$ cat config.mk
export PLATFORM = sky130hd
export DESIGN_NAME = memory_map_decoder
export DESIGN_NICKNAME = d
export VERILOG_FILES = /design/src/rtl/memory_map_pkg.sv /design/src/rtl/eprom_window.sv /design/src/rtl/memory_map_decoder.sv
export SDC_FILE = /design/constraint.sdc
export NUM_CORES = 1
export LEC_CHECK = 0
export ABC_AREA = 0
export BUFFER_PORTS_ARGS = -buffer_cell sky130_fd_sc_hd__buf_2
export CAP_MARGIN = 20
export CORE_MARGIN = 3
export CORE_UTILIZATION = 40
export CTS_CLUSTER_DIAMETER = 100
export DETAILED_ROUTE_END_ITERATION = 8
export HOLD_SLACK_MARGIN = 0.03
export MAX_ROUTING_LAYER = met4
export PLACE_DENSITY = 0.75
export SLEW_MARGIN = 5
export SYNTH_ARGS = -nofsm -noshare
export SYNTH_HDL_FRONTEND = slang
export SYNTH_SLANG_ARGS = --single-unit
export TNS_END_PERCENT = 1
$ cat constraint.sdc
create_clock -name clock -period 2.22 [get_ports clock]
set_clock_uncertainty 0.15 [all_clocks]
set_input_delay 0.444 -clock clock [delete_from_list [all_inputs] [get_ports clock]]
set_output_delay 0.444 -clock clock [all_outputs]
set_load 0.05 [all_outputs]
$ cat src/rtl/memory_map_pkg.sv
// Constants and carrier types for the memory map decoder.
// Assumes a single 50 MHz clock domain and a 20-bit processor address.
package memory_map_pkg;
    // ************************************************************
    // Address spaces
    // ************************************************************
    localparam int MEM_ADDR_W = 20; // 1 Mbyte memory space
    localparam int IO_ADDR_W = 16; // 64 kbyte I/O space
    localparam int EPROM_KB_W = 8; // Window size in 1 kbyte units
    localparam int KB_SHIFT = 10; // One kbyte granule
    localparam logic [7:0] EPROM_MIN_KB = 8'h01; // Smallest window, 1 kbyte
    localparam logic [7:0] EPROM_MAX_KB = 8'hFF; // Largest window allowed
    localparam logic [7:0] EPROM_RESET_KB = 8'h01; // Window after reset
    localparam int PAIRS = 4; // RAM pairs fitted at most
    localparam logic [1:0] WAIT_RESET = 2'h3; // Safe EPROM waits at reset

    // ************************************************************
    // Enumerations
    // ************************************************************
    // RAM device size strap
    typedef enum logic [1:0] {
        RAM_8K = 2'b00,
        RAM_32K = 2'b01,
        RAM_128K = 2'b10
    } ram_size_t;

    // EPROM device size strap
    typedef enum logic [1:0] {
        ROM_16K = 2'b00,
        ROM_32K = 2'b01,
        ROM_64K = 2'b10,
        ROM_128K = 2'b11
    } rom_size_t;

    // Access cycle state
    typedef enum logic [1:0] {
        ST_IDLE = 2'b00,
        ST_WAIT = 2'b01,
        ST_DONE = 2'b10
    } cycle_state_t;

    // ************************************************************
    // Carriers
    // ************************************************************
    // One processor bus request
    typedef struct packed {
        logic [MEM_ADDR_W-1:0] addr;
        logic is_io;
        logic rd;
        logic wr;
        logic bhe_n;
    } cpu_req_t;

    // Strobes toward memory and peripherals
    typedef struct packed {
        logic mem_rd;
        logic mem_wr;
        logic io_rd;
        logic io_wr;
    } strobes_t;

    // Selects toward memory devices
    typedef struct packed {
        logic rom_cs;
        logic [PAIRS-1:0] ram_cs;
        logic wr_lo;
        logic wr_hi;
    } mem_sel_t;
endpackage : memory_map_pkg

$ cat src/rtl/eprom_window.sv
// EPROM window comparator and the RAM pair picker.
// Assumes the size value is already held in a register by the caller.
`timescale 1ns/1ns
`default_nettype none
module eprom_window (
    input wire logic [memory_map_pkg::MEM_ADDR_W-1:0] addr,
    input wire logic [memory_map_pkg::EPROM_KB_W-1:0] size_kb,
    input wire memory_map_pkg::ram_size_t ram_size,
    output logic in_rom,
    output logic [memory_map_pkg::PAIRS-1:0] pair_sel
);
    import memory_map_pkg::*;

    // ************************************************************
    // Window compare
    // ************************************************************
    // Offset from the top of the space, in kbyte units
    wire logic [MEM_ADDR_W-KB_SHIFT-1:0] down_kb;
    assign down_kb = ~addr[MEM_ADDR_W-1:KB_SHIFT];
    // Inside when fewer kbytes from the top than the window size
    assign in_rom = ({2'b00, size_kb} > down_kb);

    // ************************************************************
    // Pair select
    // ************************************************************
    // Pair index sits just above the span of one pair, which is twice
    // the device size because the two byte lanes share a word address
    wire logic [1:0] idx;
    wire logic fits;
    assign idx = (ram_size == RAM_8K) ? addr[15:14] :
                 (ram_size == RAM_32K) ? addr[17:16] :
                 addr[19:18];
    // Upper bits beyond four pairs must be zero; 128K pairs fill all
    assign fits = (ram_size == RAM_8K) ? (addr[19:16] == 4'h0) :
                  (ram_size == RAM_32K) ? (addr[19:18] == 2'h0) :
                  1'b1;
    // One-hot, only outside the window
    assign pair_sel = (fits && !in_rom) ? 4'(4'h1 << idx) : 4'h0;
endmodule : eprom_window
`default_nettype wire

$ cat src/rtl/memory_map_decoder.sv
// Top of the memory and I/O decoder for the packet switch board.
// Assumes a processor bus synchronous to clock, with one request at a time
// presented as a level until ready is seen.
`timescale 1ns/1ns
`default_nettype none
// What this block does
// - Decode 1 Mbyte memory, 64 kbyte I/O
// - Four strobes: mem/io read and write
// - I/O write strobe one stage late
// - EPROM sits at top of memory
// - Software size, minimum one kbyte
// - Size changes at run time
// - Zero to three EPROM wait states
// - Two EPROMs: low and high byte
// - EPROM devices 16K to 128K by 8
// - Four RAM pairs, three device sizes
// - RAM size picks one pair
// - No RAM select inside EPROM window
// - Byte writes strobe one lane only
// - Eight 128K RAMs fill the space
module memory_map_decoder #(
    parameter int WAIT_MAX = 3 // Most EPROM waits
) (
    input wire logic clock,
    input wire logic reset,
    input wire memory_map_pkg::cpu_req_t req,
    input wire memory_map_pkg::ram_size_t ram_size,
    input wire memory_map_pkg::rom_size_t rom_size,
    input wire logic cfg_we,
    input wire logic [memory_map_pkg::EPROM_KB_W-1:0] cfg_size_kb,
    input wire logic [1:0] cfg_waits,
    output memory_map_pkg::strobes_t strobes,
    output memory_map_pkg::mem_sel_t sel,
    output logic [16:0] rom_addr,
    output logic [memory_map_pkg::IO_ADDR_W-1:0] io_addr,
    output logic [memory_map_pkg::EPROM_KB_W-1:0] size_kb,
    output logic [1:0] waits,
    output logic ready
);
    import memory_map_pkg::*;

    // Refuse a wait range the two-bit counter cannot hold
    if (WAIT_MAX != 3) begin : g_check
        $error("WAIT_MAX must be 3");
    end

    // ************************************************************
    // Configuration registers
    // ************************************************************
    logic [EPROM_KB_W-1:0] size_reg; // Window size, kbytes
    logic [1:0] waits_reg; // EPROM wait states
    wire logic [EPROM_KB_W-1:0] size_clamp; // Floor of one kbyte
    assign size_clamp = (cfg_size_kb < EPROM_MIN_KB) ? EPROM_MIN_KB :
                        cfg_size_kb;

    // Software writes take effect on the next cycle
    always_ff @(posedge clock) begin
        if (reset) begin
            size_reg <= EPROM_RESET_KB;
            waits_reg <= WAIT_RESET;
        end else if (cfg_we) begin
            size_reg <= size_clamp;
            waits_reg <= cfg_waits;
        end
    end
    assign size_kb = size_reg;
    assign waits = waits_reg;

    // ************************************************************
    // Address decode
    // ************************************************************
    wire logic in_rom; // Address in EPROM window
    wire logic [PAIRS-1:0] pair_sel; // Selected RAM pair
    eprom_window u_window (
        .addr(req.addr),
        .size_kb(size_reg),
        .ram_size(ram_size),
        .in_rom(in_rom),
        .pair_sel(pair_sel)
    );

    // Memory and I/O spaces kept apart by the request type
    wire logic mem_cyc;
    wire logic io_cyc;
    wire logic active;
    assign mem_cyc = !req.is_io && (req.rd || req.wr);
    assign io_cyc = req.is_io && (req.rd || req.wr);
    assign active = mem_cyc || io_cyc;

    // Lanes: A0 low selects low byte, bhe_n low selects high byte
    wire logic lane_lo;
    wire logic lane_hi;
    assign lane_lo = !req.addr[0];
    assign lane_hi = !req.bhe_n;

    // EPROM device mask: word address bits beyond the part are dropped
    wire logic [16:0] rom_mask;
    // One address bit per doubling: 14 bits for 16K up to 17 for 128K
    assign rom_mask = (rom_size == ROM_16K) ? 17'h03FFF :
                      (rom_size == ROM_32K) ? 17'h07FFF :
                      (rom_size == ROM_64K) ? 17'h0FFFF :
                      17'h1FFFF;
    // Word address shared by both byte-wide parts
    wire logic [16:0] rom_word;
    assign rom_word = req.addr[17:1] & rom_mask;

    // ************************************************************
    // Cycle sequencer
    // ************************************************************
    cycle_state_t state_reg;
    cycle_state_t state_next;
    logic [1:0] count_reg; // Waits left
    logic [1:0] count_next;
    wire logic rom_cyc; // EPROM access, read or write, needs waits
    assign rom_cyc = mem_cyc && in_rom;

    // Idle takes the request; EPROM reads and writes wait the programmed count
    always_comb begin
        state_next = state_reg;
        count_next = count_reg;
        case (state_reg)
            ST_IDLE: begin
                if (active) begin
                    if (rom_cyc && waits_reg != 2'h0) begin
                        state_next = ST_WAIT;
                        count_next = waits_reg;
                    end else begin
                        state_next = ST_DONE;
                    end
                end
            end
            ST_WAIT: begin
                if (count_reg == 2'h1) begin
                    state_next = ST_DONE;
                end
                count_next = count_reg - 2'h1;
            end
            ST_DONE: begin
                // Back to idle so the next request is seen fresh
                state_next = ST_IDLE;
            end
            default: begin
                state_next = ST_IDLE;
            end
        endcase
    end

    // Short state update
    always_ff @(posedge clock) begin
        if (reset) begin
            state_reg <= ST_IDLE;
            count_reg <= 2'h0;
        end else begin
            state_reg <= state_next;
            count_reg <= count_next;
        end
    end

    // Handshake straight from state
    assign ready = (state_reg == ST_DONE);

    // ************************************************************
    // Strobe generation
    // ************************************************************
    wire logic in_cycle; // Request held and not yet finished
    assign in_cycle = active && (state_reg != ST_IDLE);
    wire logic io_wr_early; // Raw I/O write, before delay stage
    assign io_wr_early = io_cyc && req.wr && (state_reg != ST_IDLE);

    strobes_t strobes_reg;
    strobes_t strobes_next;
    mem_sel_t sel_reg;
    mem_sel_t sel_next;
    logic io_wr_stage; // Delay stage for I/O write
    // Next strobe values; the I/O write takes the delayed copy
    always_comb begin
        strobes_next.mem_rd = in_cycle && mem_cyc && req.rd;
        strobes_next.mem_wr = in_cycle && mem_cyc && req.wr;
        strobes_next.io_rd = in_cycle && io_cyc && req.rd;
        // Stage copy lands one cycle after a plain strobe would, so
        // peripherals see settled data before the write edge
        strobes_next.io_wr = io_wr_stage;
        sel_next.rom_cs = in_cycle && rom_cyc && req.rd;
        sel_next.ram_cs = (in_cycle && mem_cyc) ? pair_sel : 4'h0;
        // Only the addressed lane gets a write; EPROM never written
        sel_next.wr_lo = in_cycle && mem_cyc && req.wr && !in_rom &&
                         lane_lo;
        sel_next.wr_hi = in_cycle && mem_cyc && req.wr && !in_rom &&
                         lane_hi;
    end

    // Outputs from flip-flops; addresses held for the cycle
    always_ff @(posedge clock) begin
        if (reset) begin
            strobes_reg <= '0;
            sel_reg <= '0;
            io_wr_stage <= 1'b0;
            rom_addr <= 17'h00000;
            io_addr <= 16'h0000;
        end else begin
            strobes_reg <= strobes_next;
            sel_reg <= sel_next;
            io_wr_stage <= io_wr_early;
            rom_addr <= rom_word;
            io_addr <= req.addr[IO_ADDR_W-1:0];
        end
    end
    assign strobes = strobes_reg;
    assign sel = sel_reg;
endmodule : memory_map_decoder
`default_nettype wire

Word-level counts from Yosys, hierarchy flattened
Index checks and enable logic that the tools add are counted.
{"block": "word_totals", "ff_bits": 59, "latchBits": 0, "mem_bits_rw": 0, "mem_bits_ro": 0, "in_bits": 41, "output_inout_bits": 55, "wordCells": 82, "n_memories": 0}
{"block": "op_classes", "add_sub_neg": 1, "n_mul": 0, "div_mod_pow": 0, "order_cmp": 2, "n_eq_ne": 9, "shifts": 1, "mux": 15, "bitwise": 4, "n_reduce_logical": 35}
{"cell": "17-bit two-way mux", "count": 3}
{"cell": "1-bit logical AND", "count": 18}
{"cell": "17-bit AND", "count": 1}
{"cell": "2-bit two-way mux", "count": 7}
{"cell": "8-bit by 10-bit greater-than comparator with 1-bit output", "count": 1}
{"cell": "10-bit NOT", "count": 1}
{"cell": "2-bit by 1-bit equality test with 1-bit output, second input constant", "count": 4}
{"cell": "2-bit logical NOT", "count": 4}
{"cell": "8-bit by 1-bit less-than comparator with 1-bit output, second input constant", "count": 1}
{"cell": "8-bit two-way mux", "count": 1}
{"cell": "2-bit one-hot mux with 2 select lines", "count": 2}
{"cell": "2-bit inequality test, second input constant", "count": 3}
{"cell": "2-bit nonzero test", "count": 3}
{"cell": "2-bit equality test, second input constant", "count": 2}
{"cell": "1-bit logical NOT", "count": 4}
{"cell": "4-bit logical NOT", "count": 1}
{"cell": "1-bit by 2-bit left shift with 4-bit output, first input constant", "count": 1}
{"cell": "3-bit AND reduction", "count": 1}
{"cell": "3-bit OR reduction", "count": 1}
{"cell": "1-bit logical OR", "count": 2}
{"cell": "1-bit two-way mux", "count": 2}
{"cell": "1-bit NOT", "count": 2}
{"cell": "2-bit AND reduction", "count": 1}
{"cell": "2-bit by 1-bit subtractor with 2-bit output, second input constant", "count": 1}

Depth between registers and ports, before layout
Gate-level depths: netlist of run 1.
{"block": "depth", "ltp_word": 8, "depth_mapped": 7, "mapped_depth_nobuf": 7}

Modules after synthesis
A second synthesis of run 1 with hierarchy kept.
{"block": "hier_totals", "cells_unflattened": 187, "area_unflattened_um2": 1941.9}
{"module": "memory_map_decoder", "n_inst": 1, "cells_per_inst": 151, "area_each_um2": 1626.6, "seq_area_each_um2": 900.9}
{"module": "eprom_window", "n_inst": 1, "cells_per_inst": 36, "area_each_um2": 315.3, "seq_area_each_um2": 0.0}

Worst setup path before layout of run 1
No wires, ideal clock.
{"block": "synth_timing", "path_type": "register to register", "from": "register size_reg[3] (netlist: size_kb[3])", "to": "register count_reg[0]", "setup_time_ns": 0.122, "t_arrival_ns": 2.092, "t_required_ns": 1.948, "setup_slack_ns": -0.144, "stages_incl_launch_ff": 7, "n_path_buf": 0, "period_less_slack_ns": 2.364, "path_cell_list": "dfxtp_1 ha_1 a211oi_2 nor2_1 o41ai_4 nor3_2 a311o_1"}
{"block": "synth_via", "elab_chain_len": 5}
{"element": "from (decl)", "line_no": "memory_map_decoder.sv:50", "source": "logic [EPROM_KB_W-1:0] size_reg;"}
{"element": "from (signal assigned)", "line_no": "memory_map_decoder.sv:62", "source": "size_reg <= size_clamp;"}
{"element": "8-bit by 10-bit greater-than comparator with 1-bit output", "line_no": "eprom_window.sv:21", "source": "assign in_rom = ({2'b00, size_kb} > down_kb);"}
{"element": "1-bit logical AND", "line_no": "memory_map_decoder.sv:115", "source": "assign rom_cyc = mem_cyc && in_rom;"}
{"element": "1-bit logical AND", "line_no": "memory_map_decoder.sv:124", "source": "if (rom_cyc && waits_reg != 2'h0) begin"}
{"element": "2-bit inequality test (no source line)"}
{"element": "3-bit AND reduction (no source line)"}
{"element": "to (signal assigned)", "line_no": "memory_map_decoder.sv:155", "source": "count_reg <= count_next;"}
{"element": "to (decl)", "line_no": "memory_map_decoder.sv:112", "source": "logic [1:0] count_reg;"}
No other way between the ends.
A chain may end at the register's enable or synchronous reset.

Final worst setup path of run 1
{"block": "layout_timing", "from": "register size_reg[5] (netlist: size_kb[5])", "to": "register count_reg[0]"}
The elaborated chain is that of the path after synthesis.

==> results.json, run 1 <==
{
  "max_freq_mhz": 479,
  "cts_inserted_buffers": 5,
  "synthFlopType": "dfxtp_1",
  "grt_max_degree": 19,
  "placed_cell_area_sq_um": 2330,
  "comb_power_share_pct": 19.2,
  "drt-total-wl_mm": 4.25,
  "rsz0062_at_grt": "no",
  "dpl.hpwl_mm": 3.38,
  "required_ns": 2.25,
  "period_minus_slack_ns": 2.09,
  "grt.total_usage_pct": 15.9,
  "path_buf_inv": 1,
  "postCtsSetupBuffers": 0,
  "ys_seq_area_share_pct": 48.3,
  "htree_levels": 2,
  "slowest_delay_ns": 0.39,
  "tns_ns": 0,
  "core_area_sq_um": 4410,
  "die_w_microns": 74.3,
  "cts_tree": "built",
  "wl_per_cell_microns": 12.8,
  "p_clk_share_pct": 36.8,
  "slew_violations": 0,
  "path_class": "reg -> reg",
  "multiInputGateArea_sq_um": 821,
  "antenna_found_initial": 0,
  "power_density_nw_per_um2": 798,
  "cts_hold_buf": 0,
  "cp_slowest_cell": "dfxtp_1",
  "holdCritPathClass": "in -> reg",
  "end_kind": "flop",
  "synth_edf_count": 0,
  "ir_drop_mv": 0.326,
  "route.vias.total": 1582,
  "postRouteAntennaNets": 0,
  "ys_warn_count": 0,
  "clk_path_buf_depth": 2,
  "drc_errors": 0,
  "syn_area_sq_um": 1870,
  "grt_pass1_vias": 1474,
  "async_flop_share_pct": 0,
  "intPower_uw": 1410,
  "drive_gt1_share_pct": 42.9,
  "arrival_ns": 2.12,
  "cts.sinks": 45,
  "drv_cap": 0,
  "fillCellCount": 403,
  "final_area_sq_um": 2470,
  "vias_per_cell": 4.77,
  "synth-seq-cells": 45,
  "fin_crit_sh_pct": 94.0,
  "seqPwrFrac_pct": 44.0,
  "synth_fp_nets": 240,
  "pin_count": 96,
  "setup_viol": 0,
  "synth_cell_type_count": 39,
  "gp_congestion": 0.766,
  "power.total_uw": 1970,
  "drt_pass1_iterations": 4,
  "swShare_pct": 28.4,
  "tightest_slew_ns": 0.370,
  "die_y_microns": 74.3,
  "p_sw_uw": 560,
  "syn_to_final_growth_pct": 32.5,
  "hold_viol_final": 0,
  "seq_area_sq_um": 905,
  "slew_headroom_pct": 75.3,
  "io_buffer_count": 95,
  "path_cells": "ha_1 -> nand4_1 -> o221a_2 -> o41ai_4 -> buf_4 -> or2_1 -> a311o_1",
  "overflow": 0,
  "clk_latency_ns": 0.29,
  "avgSynthCellArea_sq_um": 9.82,
  "run_status": "complete, no violations",
  "synth_cells": 190,
  "crit_path_start_kind": "flop",
  "finalNetCount": 329,
  "largest_register_ffs": 17,
  "clkTransAtPathRegs_ns": 0.08,
  "critPathTopFamily": "compound AO/OA/AOI/OAI gates",
  "die-area_sq_um": 5520,
  "cts_root_buf": "clkbuf_8",
  "initial_core_util_pct": 42.3,
  "grt_pass1_wl_mm": 6.52,
  "crit_path_max_fanout": 9,
  "n_antenna_cell": 0,
  "initialDrtViolationCount": 55,
  "placement_rows": 24,
  "cts_resized": 0,
  "leakage_uw": 0.00127
}
-- cell type report --
type | instances | area share (%)
Clock inverter | 3 | 2.78
Multi-Input combinational cell | 120 | 33.2
Sequential cell | 45 | 36.6
Timing Repair Buffer | 101 | 21.1
Tap cell | 52 | 2.63
Clock buffer | 5 | 2.78
Inverter | 6 | 0.911
-- cell families (layout without fill, tap and decap cells) --
kind of cell,count (synthesis),after routing,share of synthesized area (%)
flip-flops,45,45,48.3
adder cells (fa/ha/maj),9,9,6.04
multiplexers,10,10,5.37
AND/OR/NAND/NOR,74,74,21.3
buffers and inverters,25,115,7.91
AO/OA/AOI/OAI,27,27,11.1
-- worst paths after layout --
path	startpoint	end	slack [ns]	cells after the start
min	req[0]	sel[0]	0.15	2
max	size_kb[5]	count_reg[0]	0.13	7
min reg2reg	io_wr_stage	strobes[0]	0.29	1
max reg2reg	size_kb[5]	count_reg[0]	0.13	7
-- per-layer routing --
layer  global-route usage (%)  routed length (microns)
met1                     18.2                     1820
met2                     26.0                     1970
met3                     4.86                      392
met4                     6.32                       59
met5                        -                        0
-- through the flow --
step           utilization, %  worst slack [ns]  hold WS [ns]  cells
3_5_place_dp             52.8           -0.0799         0.275    324
3_3_place_gp             52.8           -0.0383         0.270    324
2_1_floorplan               -           0.00688         0.264    190
6_report                 56.0             0.133         0.149    332
4_1_cts                  55.9            0.0922         0.137    332
5_1_grt                  56.0            0.0646         0.146    332
-- cells in the final DEF, fill, tap and decap left out, types with 2 or more instances in the layout --
| cell type | count |
|---|---|
| o21bai_1 | 2 |
| inv_1 | 6 |
| nor2b_1 | 20 |
| o21ai_0 | 7 |
| bufinv_16 | 2 |
| nand4_1 | 2 |
| dfxtp_2 | 3 |
| buf_4 | 6 |
| nor2_1 | 23 |
| and2_1 | 3 |
| mux2i_1 | 10 |
| nand2_1 | 8 |
| nand3b_1 | 2 |
| dfxtp_1 | 42 |
| clkbuf_8 | 5 |
| nor3_1 | 2 |
| and3_1 | 3 |
| buf_2 | 95 |
| ha_1 | 9 |
| a21oi_1 | 4 |
| o211ai_1 | 2 |
| o21a_1 | 4 |
-- synthesized netlist by cell type, types with 2 or more instances --
cell,number,share of area (%)
buf_4,14,5.6
buf_1,2,0.40
nand2_1,8,1.6
nor2b_1,20,6.7
and2_1,3,1.0
clkbuf_1,2,0.40
nor3_1,2,0.54
a21oi_1,5,1.3
inv_1,6,1.2
o21a_1,4,1.6
mux2i_1,10,5.4
o21bai_1,2,0.80
nand3b_1,2,0.80
nand4_1,2,0.67
o211ai_1,2,0.80
dfxtp_1,45,48
and3_1,3,1.0
ha_1,9,6.0
o21ai_0,7,1.9
nor2_1,23,4.6
-- power by group through the flow --
stage | sequential [uW] | combinational [uW] | clock (uW)
global route | 873 | 406 | 772
CTS | 867 | 380 | 751
detailed placement | 886 | 378 | 0
floorplan | 992 | 172 | 0
finish | 867 | 379 | 727
global placement | 884 | 373 | 0
-- worst reg2reg max path: stages, from the launching register on --
cell and delay (ns):
dfxtp_1 0.39, ha_1 0.26, nand4_1 0.14, o221a_2 0.24
o41ai_4 0.07, buf_4 0.17, or2_1 0.24, a311o_1 0.32
Power figures use the tool's default switching activity.
==> run 2: changes to the inputs <==
- CELL_PAD_IN_SITES_DETAIL_PLACEMENT: unset -> 1
- CELL_PAD_IN_SITES_GLOBAL_PLACEMENT: unset -> 1
- CORE_ASPECT_RATIO: unset -> 0.7
- CORE_UTILIZATION: 40 -> 29
- PLACE_DENSITY: 0.75 -> unset
- PLACE_DENSITY_LB_ADDON: unset -> 0.1
==> run 2 against run 1 <==
  * Routed wire length is 18% higher
  * Highest routed layer unchanged
  * Maximum frequency hardly changed
  * Cell area is 0.71% lower
  * Hold slack worse by 0.011 ns
  * Die area is 35% higher
  * Register-to-register slack hardly changed
  * Critical path depth stayed put
  * Clock power is 30% lower
==> results.json, run 2 (synthesis gave the netlist of run 1 again) <==
{
  "grt_pass1_wl_mm": 7.98,
  "multiInputGateArea_sq_um": 817,
  "die_w_microns": 102,
  "largest_register_ffs": 17,
  "path_class": "reg -> reg",
  "power_density_nw_per_um2": 717,
  "drive_gt1_share_pct": 42.3,
  "worstRegToRegCells": 7,
  "end_kind": "flop",
  "cts_root_buf": "clkbuf_8",
  "antenna_found_initial": 0,
  "initialDrtViolationCount": 33,
  "final_cell_mix": "buf_2, dfxtp_1, nor2_1",
  "cts_inserted_buffers": 5,
  "rr_endpoint": "count_reg[0]",
  "pin_count": 96,
  "grt_pass1_vias": 1658,
  "die_y_microns": 73.1,
  "ff2ff_setup_slack_ns": 0.13,
  "syn_to_final_growth_pct": 31.5,
  "crit_path_start_kind": "flop",
  "instances_no_fill": 356,
  "slew_violations": 0,
  "min_path_cells": 2,
  "clk_latency_ns": 0.30,
  "required_ns": 2.26,
  "htree_levels": 2,
  "cts.sinks": 45,
  "tns_ns": 0,
  "io_buffer_count": 95,
  "cts_resized": 0,
  "run_status": "complete, no violations",
  "slew_headroom_pct": 70.4,
  "cts_hold_buf": 0,
  "tightest_slew_ns": 0.441,
  "seq_area_sq_um": 905,
  "dp_cells": 348,
  "grt.total_usage_pct": 14.2,
  "postCtsSetupBuffers": 0,
  "ir_drop_mv": 0.223,
  "placement_rows": 23,
  "power.total_uw": 1760,
  "holdCritPathClass": "in -> reg",
  "postRouteAntennaNets": 0,
  "wl_per_cell_microns": 14.1,
  "drt_pass1_iterations": 4,
  "final_common_cell": "buf_2",
  "die-area_sq_um": 7450,
  "fin_crit_sh_pct": 94.0,
  "finalNetCount": 330,
  "drv_cap": 0,
  "max_freq_mhz": 479,
  "core_area_sq_um": 5960,
  "cts_tree": "built",
  "drc_errors": 0,
  "vias_per_cell": 4.55,
  "clk_path_buf_depth": 2,
  "min-delay-start": "req[0]",
  "leakage_uw": 0.00124,
  "holdWs_ns": 0.138,
  "crit_path_max_fanout": 8,
  "fillCellCount": 726,
  "grt_max_degree": 31,
  "route.vias.total": 1620,
  "rsz0062_at_grt": "no",
  "drt-total-wl_mm": 5.03,
  "initial_core_util_pct": 31.3,
  "dpl.hpwl_mm": 4.04,
  "arrival_ns": 2.13,
  "n_antenna_cell": 0,
  "clkTransAtPathRegs_ns": 0.09,
  "hold_end": "sel[0]",
  "gp_congestion": 0.707,
  "setup_viol": 0,
  "overflow": 0,
  "hold_viol_final": 0,
  "timing.rr.start": "size_kb[3]",
  "period_minus_slack_ns": 2.09
}
## run 2: area by class of cell
cell class / instances / area share, %
flip-flops and latches: 45 / 36.9
multi-input cells: 120 / 33.3
repair buffers: 102 / 21.5
well taps: 75 / 3.82
clock buffers: 6 / 2.96
inverters: 6 / 0.918
clock inverters: 2 / 0.612
## run 2: stage by stage
step / util [%] / cell area, sq um / setup WS (ns)
floorplan: - / 1870 / 0.00688
detailed placement: 39.7 / 2370 / -0.102
CTS: 41.2 / 2450 / 0.123
global placement: 39.7 / 2370 / -0.0471
global route: 41.2 / 2450 / 0.0363
finish: 41.2 / 2450 / 0.133
## run 2: worst max path at each step
stage                     startpoint           end  slack [ns]
after global routing      size_kb[3]        sel[4]        0.04
after global placement       req[17]  count_reg[0]       -0.05
after floorplan           size_kb[0]  count_reg[0]       0.007
after CTS                 size_kb[3]  count_reg[0]        0.12
after detailed placement     req[17]  count_reg[0]       -0.10
final                     size_kb[3]  count_reg[0]        0.13
## run 2: layer usage
| metal | vias up | GRT usage, % | wire length [microns] |
|---|---|---|---|
| li1 | 806 | - | - |
| met4 | 0 | 4.37 | 60 |
| met1 | 742 | 18.4 | 2520 |
| met3 | 8 | 3.92 | 400 |
| met2 | 64 | 21.7 | 2050 |
| met5 | - | - | 0 |
## run 2: worst max-delay path: stages, from the launching register on
cell	delay (ns)
dfxtp_2	0.34
ha_1	0.31
nand4_1	0.13
a21oi_1	0.25
o41ai_4	0.08
buf_4	0.17
or2_1	0.24
a311o_1	0.31
## run 2: power by group
| group | internal [uW] | switching, uW |
|---|---|---|
| combinational | 117 | 268 |
| clock | 222 | 286 |
| sequential | 844 | 24.0 |
| total | 1180 | 577 |
